--- config.mk ---
export PLATFORM = sky130hd
export DESIGN_NAME = mspc_config
export DESIGN_NICKNAME = d
export VERILOG_FILES = /design/src/rtl/mspc_config.v /design/src/rtl/mspc_sync2.v
export VERILOG_INCLUDE_DIRS = /design/src /design/src/rtl
export SDC_FILE = /design/constraint.sdc
export NUM_CORES = 1
export LEC_CHECK = 0
export BUFFER_PORTS_ARGS = -buffer_cell sky130_fd_sc_hd__buf_2
export CAP_MARGIN = 20
export CORE_MARGIN = 5
export CORE_UTILIZATION = 35
export DETAILED_ROUTE_END_ITERATION = 7
export PLACE_DENSITY = 0.62
export SLEW_MARGIN = 20
export SYNTH_ARGS = -nofsm -noshare
export SYNTH_HDL_FRONTEND = slang
export SYNTH_SLANG_ARGS = --single-unit
--- constraint.sdc ---
create_clock -name core_clk -period 2.7 [get_ports core_clk]
set_clock_uncertainty 0.15 [all_clocks]
set_input_delay 0.405 -clock core_clk [delete_from_list [all_inputs] [get_ports core_clk]]
set_output_delay 0.405 -clock core_clk [all_outputs]
set_load 0.02 [all_outputs]
--- src/rtl/mspc_consts.vh ---
// constants and operating summary for the mode, security and power configuration block
// Summary of operation
// mode straps captured into mode bits as reset releases; bits report mode
// flash-map strap captured into flash visible bit at reset release
// flash visible bit 1 puts internal flash in map, else absent
// software may write only a restricted set of mode changes
// pattern 000 special single chip; debug active now; flash visible forced 1
// other modes debug permitted but inactive until host activation command
// pattern 001 emulation narrow; flash visible is inverse of flash-map strap
// pattern 010 special test wide; flash visible cleared
// pattern 011 emulation wide; flash visible is inverse of flash-map strap
// pattern 100 normal single chip; flash visible forced 1
// patterns 101 and 111 normal expanded; flash visible equals strap
// board must not strap 110 peripheral mode; flash visible reads 1
// oscillator strap 1 selects Colpitts, 0 Pierce or external clock
// security held in nonvolatile bits, persists over reset and power
// secured normal single chip behaves unsecured except debug blocked
// secured expanded mode disables internal flash and blocks debug
// unsecuring requires flash erase first by any of three means
// after erase, special single chip runs erase verify, then reprogram allowed
// any reset before reprogramming unsecured returns device to secured
// full stop halts all clocks and oscillator; wake on reset or interrupt
// pseudo stop keeps oscillator, tick and watchdog may run, rest off
// wait stops execution, buses static, peripherals active, may gate clocks
// board holds straps stable through reset and its release
`ifndef MSPC_CONSTS_VH
`define MSPC_CONSTS_VH
`define MSPC_MODE_SSC   3'h0
`define MSPC_MODE_EMN   3'h1
`define MSPC_MODE_STW   3'h2
`define MSPC_MODE_EMW   3'h3
`define MSPC_MODE_NSC   3'h4
`define MSPC_MODE_NXN   3'h5
`define MSPC_MODE_PER   3'h6
`define MSPC_MODE_NXW   3'h7
`define MSPC_ADDR_MODE  4'h0
`define MSPC_ADDR_MISC  4'h1
`define MSPC_ADDR_SEC   4'h2
`define MSPC_ADDR_PWR   4'h3
`define MSPC_ADDR_STAT  4'h4
`define MSPC_SEC_UNSEC  2'h2
`define MSPC_SEC_RESET  2'h0
`define MSPC_PWR_RUN    2'h0
`define MSPC_PWR_WAIT   2'h1
`define MSPC_PWR_PSTOP  2'h2
`define MSPC_PWR_STOP   2'h3
`define MSPC_VERIFY_NS  2000
`endif

--- src/rtl/mspc_config.v ---
// mode capture, security and low-power control with avalon-mm register slave
`timescale 1ns/1ps
`default_nettype none
`include "mspc_consts.vh"
module mspc_config #(
  parameter VERIFY_CYCLES = ((`MSPC_VERIFY_NS * 25) + 999) / 1000
) (
  input  wire        core_clk,
  input  wire        srst,
  input  wire        modeStrapHigh,
  input  wire        modeStrapMid,
  input  wire        modeStrapLow,
  input  wire        flashMapStrap,
  input  wire        oscillatorTypeStrap,
  input  wire [1:0]  nvSecBits,
  input  wire        debugActivateCmd,
  input  wire        flashErased,
  input  wire        wakeInterrupt,
  input  wire        stopInstr,
  input  wire        waitInstr,
  input  wire [3:0]  avsAddress,
  input  wire        avsRead,
  input  wire        avsWrite,
  input  wire [31:0] avsWriteData,
  output reg  [31:0] avsReadData,
  output reg         avsWaitRequest,
  output reg  [2:0]  modeBits,
  output reg         flashVisible,
  output reg         flashInMap,
  output reg         colpittsSel,
  output reg         debugActive,
  output reg         debugBlocked,
  output reg         secured,
  output reg         secProgramOk,
  output reg         oscEnable,
  output reg         coreClkEn,
  output reg         periphClkEn,
  output reg         tickWdogEn,
  output reg         cpuHalt
);
  //////////////////////////////////////////////////////////////////////////////
  wire [4:0] strapSync;
  wire       actSync;
  wire       wakeSync;
  mspc_sync2 #(.W(5)) uStraps (
    .core_clk (core_clk),
    .pinIn    ({modeStrapHigh, modeStrapMid, modeStrapLow, flashMapStrap,
                oscillatorTypeStrap}),
    .pinSync  (strapSync)
  );
  mspc_sync2 #(.W(2)) uCmd (
    .core_clk (core_clk),
    .pinIn    ({debugActivateCmd, wakeInterrupt}),
    .pinSync  ({actSync, wakeSync})
  );

  function fvDecode;
    input [2:0] m;
    input       pin;
    begin
      case (m)
        `MSPC_MODE_SSC: fvDecode = 1'b1;
        `MSPC_MODE_EMN: fvDecode = ~pin;
        `MSPC_MODE_STW: fvDecode = 1'b0;
        `MSPC_MODE_EMW: fvDecode = ~pin;
        `MSPC_MODE_NSC: fvDecode = 1'b1;
        `MSPC_MODE_PER: fvDecode = 1'b1;
        default:        fvDecode = pin;
      endcase
    end
  endfunction

  // allowed software changes: special modes may go anywhere except peripheral,
  // normal modes may only move between normal expanded and single chip
  function modeChangeOk;
    input [2:0] cur;
    input [2:0] nxt;
    begin
      if (nxt == `MSPC_MODE_PER)
        modeChangeOk = 1'b0;
      else if (~cur[2])
        modeChangeOk = 1'b1;
      else
        modeChangeOk = nxt[2];
    end
  endfunction

  //////////////////////////////////////////////////////////////////////////////
  // capture state: held in reset, straps latched on the first edge after release
  reg inReset_q;
  reg captured_q;
  wire capture = inReset_q & ~srst;
  always @(posedge core_clk)
  begin
    inReset_q <= srst;
  end

  localparam ST_IDLE   = 3'b001;
  localparam ST_VERIFY = 3'b010;
  localparam ST_DONE   = 3'b100;
  reg [2:0]  unsecSt_q;
  reg [15:0] verifyCnt_q;
  reg        swUnsec_q;
  reg        swFvClr_q;
  reg [1:0]  pwrMode_q;
  reg        stopped_q;
  reg        waiting_q;

  wire isSec  = (nvSecBits != `MSPC_SEC_UNSEC) & ~swUnsec_q;
  wire wrMode = avsWrite & ~avsWaitRequest & (avsAddress == `MSPC_ADDR_MODE);
  wire wrMisc = avsWrite & ~avsWaitRequest & (avsAddress == `MSPC_ADDR_MISC);
  wire wrSec  = avsWrite & ~avsWaitRequest & (avsAddress == `MSPC_ADDR_SEC);
  wire wrPwr  = avsWrite & ~avsWaitRequest & (avsAddress == `MSPC_ADDR_PWR);

  //////////////////////////////////////////////////////////////////////////////
  always @(posedge core_clk)
  begin
    if (srst)
    begin
      modeBits     <= `MSPC_MODE_SSC;
      flashVisible <= 1'b0;
      colpittsSel  <= 1'b0;
      captured_q   <= 1'b0;
      debugActive  <= 1'b0;
      swUnsec_q    <= 1'b0;
      swFvClr_q    <= 1'b0;
      unsecSt_q    <= ST_IDLE;
      verifyCnt_q  <= 16'h0000;
    end
    else
    begin
      if (capture)
      begin
        modeBits     <= strapSync[4:2];
        flashVisible <= fvDecode(strapSync[4:2], strapSync[1]);
        colpittsSel  <= strapSync[0];
        captured_q   <= 1'b1;
        debugActive  <= (strapSync[4:2] == `MSPC_MODE_SSC);
      end
      else
      begin
        if (wrMode && modeChangeOk(modeBits, avsWriteData[2:0]))
          modeBits <= avsWriteData[2:0];
        if (wrMisc)
          swFvClr_q <= ~avsWriteData[0];
        if (actSync)
          debugActive <= 1'b1;
      end
      case (unsecSt_q)
        ST_IDLE:
        begin
          if (capture && isSec && flashErased && strapSync[4:2] == `MSPC_MODE_SSC)
          begin
            unsecSt_q   <= ST_VERIFY;
            verifyCnt_q <= 16'h0000;
          end
        end
        ST_VERIFY:
        begin
          if (!flashErased)
            unsecSt_q <= ST_IDLE;
          else if (verifyCnt_q == VERIFY_CYCLES[15:0] - 16'h0001)
            unsecSt_q <= ST_DONE;
          else
            verifyCnt_q <= verifyCnt_q + 16'h0001;
        end
        ST_DONE:
        begin
          if (wrSec && avsWriteData[1:0] == `MSPC_SEC_UNSEC)
            swUnsec_q <= 1'b1;
        end
        default: unsecSt_q <= ST_IDLE;
      endcase
    end
  end

  //////////////////////////////////////////////////////////////////////////////
  // derived security and map outputs
  always @(posedge core_clk)
  begin
    if (srst)
    begin
      secured      <= 1'b1;
      debugBlocked <= 1'b1;
      flashInMap   <= 1'b0;
      secProgramOk <= 1'b0;
    end
    else
    begin
      secured      <= isSec;
      debugBlocked <= isSec & (modeBits != `MSPC_MODE_SSC);
      flashInMap   <= flashVisible & ~swFvClr_q & captured_q
                      & ~(isSec & modeBits[0]);
      secProgramOk <= (unsecSt_q == ST_DONE);
    end
  end

  //////////////////////////////////////////////////////////////////////////////
  // low-power control
  always @(posedge core_clk)
  begin
    if (srst)
    begin
      pwrMode_q   <= `MSPC_PWR_RUN;
      stopped_q   <= 1'b0;
      waiting_q   <= 1'b0;
      oscEnable   <= 1'b1;
      coreClkEn   <= 1'b1;
      periphClkEn <= 1'b1;
      tickWdogEn  <= 1'b1;
      cpuHalt     <= 1'b0;
    end
    else
    begin
      if (wrPwr)
        pwrMode_q <= avsWriteData[1:0];
      if (wakeSync)
      begin
        stopped_q <= 1'b0;
        waiting_q <= 1'b0;
      end
      else if (stopInstr && pwrMode_q[1])
        stopped_q <= 1'b1;
      else if (waitInstr)
        waiting_q <= 1'b1;
      oscEnable   <= ~(stopped_q & (pwrMode_q == `MSPC_PWR_STOP));
      coreClkEn   <= ~stopped_q & ~waiting_q;
      periphClkEn <= ~stopped_q;
      tickWdogEn  <= ~(stopped_q & (pwrMode_q == `MSPC_PWR_STOP));
      cpuHalt     <= stopped_q | waiting_q;
    end
  end

  //////////////////////////////////////////////////////////////////////////////
  // avalon slave: one wait cycle then answer
  reg [31:0] rdMux;
  always @*
  begin
    rdMux = 32'h00000000;
    case (avsAddress)
      `MSPC_ADDR_MODE: rdMux = {29'h0, modeBits};
      `MSPC_ADDR_MISC: rdMux = {31'h0, flashVisible & ~swFvClr_q};
      `MSPC_ADDR_SEC:  rdMux = {30'h0, isSec, secProgramOk};
      `MSPC_ADDR_PWR:  rdMux = {30'h0, pwrMode_q};
      `MSPC_ADDR_STAT: rdMux = {27'h0, colpittsSel, debugActive, debugBlocked,
                                stopped_q, waiting_q};
      default:         rdMux = 32'h00000000;
    endcase
  end

  always @(posedge core_clk)
  begin
    if (srst)
    begin
      avsWaitRequest <= 1'b1;
      avsReadData    <= 32'h00000000;
    end
    else
    begin
      if ((avsRead | avsWrite) & avsWaitRequest)
        avsWaitRequest <= 1'b0;
      else
        avsWaitRequest <= 1'b1;
      if (avsRead & avsWaitRequest)
        avsReadData <= rdMux;
    end
  end
endmodule // mspc_config
`default_nettype wire

--- src/rtl/mspc_sync2.v ---
// two flip-flop synchroniser for a group of pin inputs
`timescale 1ns/1ps
`default_nettype none
module mspc_sync2 #(
  parameter W = 1
) (
  input  wire         core_clk,
  input  wire [W-1:0] pinIn,
  output reg  [W-1:0] pinSync
);
  reg [W-1:0] meta_q;
  always @(posedge core_clk)
  begin
    meta_q  <= pinIn;
    pinSync <= meta_q;
  end
endmodule // mspc_sync2
`default_nettype wire
Word-level counts from Yosys, hierarchy flattened
Cells that the tools add are included.
W data, S select, Z words.
{"block": "word_totals", "register_bits": 88, "output_inout_bits": 48, "wordCells": 119}
{"block": "op_classes", "add_sub_neg": 1, "eq_ne": 21, "n_mux": 19, "bitwise": 31, "n_reduce_logical": 20}
{"cell": "$mux W16", "n": 3}
{"cell": "$pmux W16 S2", "n": 1}
{"cell": "$pmux W5 S5", "n": 1}
{"cell": "$add A16 B1 Y16 const B", "n": 1}
{"cell": "$and A1 B1 Y1", "n": 16}
{"cell": "$eq A16 B6 Y1 const B", "n": 1}
{"cell": "$mux W3", "n": 5}
{"cell": "$not A1 Y1", "n": 13}
{"cell": "$eq A3 B3 Y1 const B", "n": 4}
{"cell": "$eq A3 B2 Y1 const B", "n": 3}
{"cell": "$pmux W3 S3", "n": 1}
{"cell": "$eq A4 B2 Y1 const B", "n": 2}
{"cell": "$ne A2 B2 Y1 const B", "n": 4}
{"cell": "$mux W1", "n": 7}
{"cell": "$eq A3 B1 Y1 const B", "n": 2}
{"cell": "$logic_and A1 B1 Y1", "n": 6}
{"cell": "$reduce_and A2 Y1", "n": 3}
{"cell": "$reduce_bool A2 Y1", "n": 3}
{"cell": "$eq A2 B2 Y1 const B", "n": 2}
{"cell": "$eq A4 B1 Y1 const B", "n": 1}
{"cell": "$eq A4 B3 Y1 const B", "n": 1}
{"cell": "$logic_not A4 Y1", "n": 1}
{"cell": "$reduce_and A4 Y1", "n": 1}
{"cell": "$reduce_or A2 Y1", "n": 2}
{"cell": "other kinds (7)", "n": 8}

Depth between registers and ports, before layout
{"block": "depth", "ltp_word": 7, "mapped_depth": 10}

Hierarchy
Synthesis repeated with hierarchy kept, for this count alone.
{"block": "hier_totals", "hier_cells": 293, "hier_area_um2": 2701.3}
{"mod": "mspc_config", "n_inst": 1, "cells_each": 279, "area_each_um2": 2421.1, "seq_area_each_um2": 940.9}
{"mod": "mspc_sync2 (uStraps)", "n_inst": 1, "cells_each": 10, "area_each_um2": 200.2, "seq_area_each_um2": 200.2}
{"mod": "mspc_sync2 (uCmd)", "n_inst": 1, "cells_each": 4, "area_each_um2": 80.1, "seq_area_each_um2": 80.1}

Least setup slack after synthesis
OpenSTA, ideal clock, no wires.
{"block": "synth_timing", "kind": "register to register", "start": "register verifyCnt_q[1]", "end": "register verifyCnt_q[9]", "arrival_time_ns": 1.896, "required_ns": 2.455, "setup_slack_ns": 0.558, "path_stages_with_launch": 10, "synth_period_minus_slack_ns": 2.142, "cell_sequence": "dfxtp_1 > inv_1 > ha_1 > nor3b_1 > and4_1 > buf_6 > or2_1 > buf_6 > or4_1 > o311ai_1"}
{"block": "synth_via", "elab_chain_cells": 4, "elab_cells_between_ends": 7, "classes_between": "add/sub: 1; eq/ne: 2; mux: 3; reduce/logical: 1"}
{"item": "start, declared", "line": "mspc_config.v:102", "rtl": "reg [15:0] verifyCnt_q;"}
{"item": "start signal, assigned", "line": "mspc_config.v:165", "rtl": "verifyCnt_q <= verifyCnt_q + 16'h0001;"}
{"item": "$add A16 B1 Y16", "line": "mspc_config.v:165"}
{"item": "$mux W16", "line": "mspc_config.v:162", "rtl": "else if (verifyCnt_q == VERIFY_CYCLES[15:0] - 16'h0001)"}
{"item": "$mux W16", "line": "mspc_config.v:160", "rtl": "if (!flashErased)"}
{"item": "$pmux W16 S2", "line": "mspc_config.v:149", "rtl": "case (unsecSt_q)"}
Several ways; a longest one is shown, not always the timed one. The select of a mux whose other input is x is not followed.
A chain may end at the register's enable or synchronous reset.

Final worst setup path
{"block": "layout_timing", "start": "register verifyCnt_q[0]", "end": "register verifyCnt_q[15]"}
Same word-level chain as after synthesis.

==> reports/qor.yml <==
whs_path_depth: 1
routedWlPerCell_um: 13.34
hold_class: "in2reg"
final.period_utilization_pct: 82.47
ys_seq_area_share_pct: 45.56
cp-start-kind: "flip-flop"
met2_length_mm: 2.836
critPathSlowestCell: "dfxtp_1"
synth_top_cell_by_area: "dfxtp_1"
fp.dieH_um: 97.51
dp_hpwl_mm: 4.409
antenna_found_initial: 0
num-fill-cells: 790
reg2reg_slack_ps: 470
ys_warn_count: 0
p_leak_nw: 1.259
worstRegToRegCells: 6
clock_sinks: 61
finalWirelength_mm: 6.055
multiInputGateArea_um2: 1247
wl_met3_um: 427
ys_top_cells_by_area: "dfxtp_1 (46%), buf_4 (7.8%), nor2_1 (3.6%)"
die_area_um2: 9507
cpPeakStageDelay_ps: 420
arrival_ps: 2330
ys_ff_latch: 61
first_pass_iters: 4
cp.required_ps: 2800
rsz0062_at_grt: "false"
clkSlewWorstSetupHoldPaths_ps: 70
synthFlopType: "dfxtp_1"
hp-start: "flashMapStrap"
tightest_slew_ps: 548.2
synth.avg_cell_area_um2: 9.085
insertion_delay_ps: 340
crit_type: "reg2reg"
postCtsSetupRepairBufs: 0
timing.fmax_mhz: 449.1
fin_tns_setup_ps: 0
grt_pass1_vias: 2230
synth_top_area_share_pct: 45.56
grt_max_degree: 25
period_minus_slack_ps: 2227
min_to: "uStraps.meta_q[1]$_DFF_P_"
area_growth_pct: 16.71
drtIter0Drc: 95
seqCellArea_um2: 1221
synth.distinct_cells: 47
drv_cap: 0
cts_buffers: 9
setup.worst_path.end_class: "flip-flop"
synth_common_cells: "dfxtp_1 (61), buf_4 (28), nor2_1 (26)"
slew_viol_final: 0
remaining_drc_errors: 0
hold_violations: 0
grt_pass1_wl_mm: 10.14
synth-edff-count: 0
io-pin-count: 100
htreeDepth: 3
syn-cell-area_um2: 2680
power_mw: 1.905
clk_path_buf_depth: 2
ant_nets: 0
synth_most_common_cell: "dfxtp_1"
routed.top_layer: "met4"
port_buffers: 43
start_util_pct: 35.23
avgViaCountPerCell: 4.903
vias: 2226
outcome: "complete, no violations"
worstReg2RegStart: "verifyCnt_q[0]$_SDFFE_PP0P_"
relSlewSlack_pct: 63.32
drive_gt1_share_pct: 21.59
routabilityCongestion: 0.8072
chipWidth_um: 97.51
netlist_instances: 295
cts_tree: "done"
power.density_nw_per_um2: 609.0
rows: 32
track_usage_pct: 12.97
synth_async_sr_flop_share_pct: 0
cp_cell_sequence: "ha_1, nor3b_1, and4_1, or2_1, nand3_1, o211ai_1"
ctsRootBufferMaster: "clkbuf_8"
grt_overflow: 0
wl_met1_mm: 2.694
core_area_um2: 7607
path_max_fanout: 12
final_nets: 401
vdd_ir_drop_max_uv: 354.2
setup_viol_count_final: 0
worst_r2r_endpoint: "verifyCnt_q[15]$_SDFFE_PP0P_"
antenna_cells: 0
## worst max-delay path, delay by kind of cell (launching register included)
family / cells / cell delay [ps]
flip-flops: 1 / 420
AND/OR/NAND/NOR: 4 / 1120
AO/OA/AOI/OAI: 1 / 300
adder cells (fa/ha/maj): 1 / 160
## layout make-up
| type | count | share of cell area [%] |
|---|---|---|
| multi-input combinational | 210 | 39.88 |
| sequential | 61 | 39.04 |
| timing repair buffer | 52 | 9.280 |
| clock buffer | 12 | 4.640 |
| tap | 102 | 4.080 |
| inverter | 13 | 1.560 |
| clock inverter | 4 | 1.520 |
## layer usage
layer  global-route usage, %  vias to the layer above
met1                   15.27                     1048
met2                   21.35                       65
li1                        -                     1103
met4                   6.177                        0
met3                   4.092                       10
met5                       0                        -
## cells by family (layout without fill, tap and decap cells)
family	Yosys count	in the layout	synth area share [%]
other cells	1	27	0.1399
simple gates	108	108	22.13
flops	61	61	45.56
buf+inv	50	81	11.53
compound gates	59	59	13.77
fa+ha+maj	2	2	0.9336
mux	14	14	5.929
## through the flow
step / hold WS (ps) / utilization (%) / cells / setup slack (ps) / instance area (um2)
floorplan: 159.6 / - / 321 / 558.4 / 2778
global placement: 160.2 / 38.19 / 435 / 477.7 / 2905
detailed placement: 163.2 / 38.19 / 435 / 420.1 / 2905
CTS: 5.476 / 40.72 / 451 / 405.5 / 3098
global route: 6.489 / 41.12 / 454 / 173.2 / 3128
finish: 18.62 / 41.12 / 454 / 473.2 / 3128
## registers in the layout, indices dropped and copies added (netlist names), 2 cells and up
register	flops
uCmd.pinSync	2
uCmd.meta_q	2
unsecSt_q	3
uStraps.pinSync	5
verifyCnt_q	16
uStraps.meta_q	5
pwrMode_q	2
avsReadData	5
modeBits	3
## placed cells by master, fill, tap and decap left out, types with 10 or more instances in the layout
master     n
dfxtp_1   61
o21ai_0   15
clkbuf_8  10
a21oi_1   16
conb_1    27
inv_1     13
nor2_1    26
buf_2     43
nand2_1   19
nand3_1   13
## how the worst max path moves through the flow
stage,from,to,slack (ps)
after CTS,verifyCnt_q[0]$_SDFFE_PP0P_,verifyCnt_q[15]$_SDFFE_PP0P_,410
after global placement,verifyCnt_q[0]$_SDFFE_PP0P_,verifyCnt_q[15]$_SDFFE_PP0P_,480
after detailed placement,verifyCnt_q[0]$_SDFFE_PP0P_,verifyCnt_q[15]$_SDFFE_PP0P_,420
final,verifyCnt_q[0]$_SDFFE_PP0P_,verifyCnt_q[15]$_SDFFE_PP0P_,470
after global routing,verifyCnt_q[0]$_SDFFE_PP0P_,verifyCnt_q[13]$_SDFFE_PP0P_,170
after floorplan,verifyCnt_q[1]$_SDFFE_PP0P_,verifyCnt_q[9]$_SDFFE_PP0P_,560
## report_power, final
part	total, mW	leakage, nW	internal, mW	switching (mW)
Sequential	0.943	0.500	0.927	0.0159
Clock	0.806	0.0964	0.449	0.357
Combinational	0.157	0.662	0.0515	0.105
Total	1.91	1.26	1.43	0.478
## what timing repair did
| item | in CTS | in global routing |
|---|---|---|
| hold buffers | 0 | 3 |
| gates resized for setup | 0 | 0 |
| endpoints found under the hold margin | 0 | 3 |
Note: power is estimated with default switching activity, not from simulation.
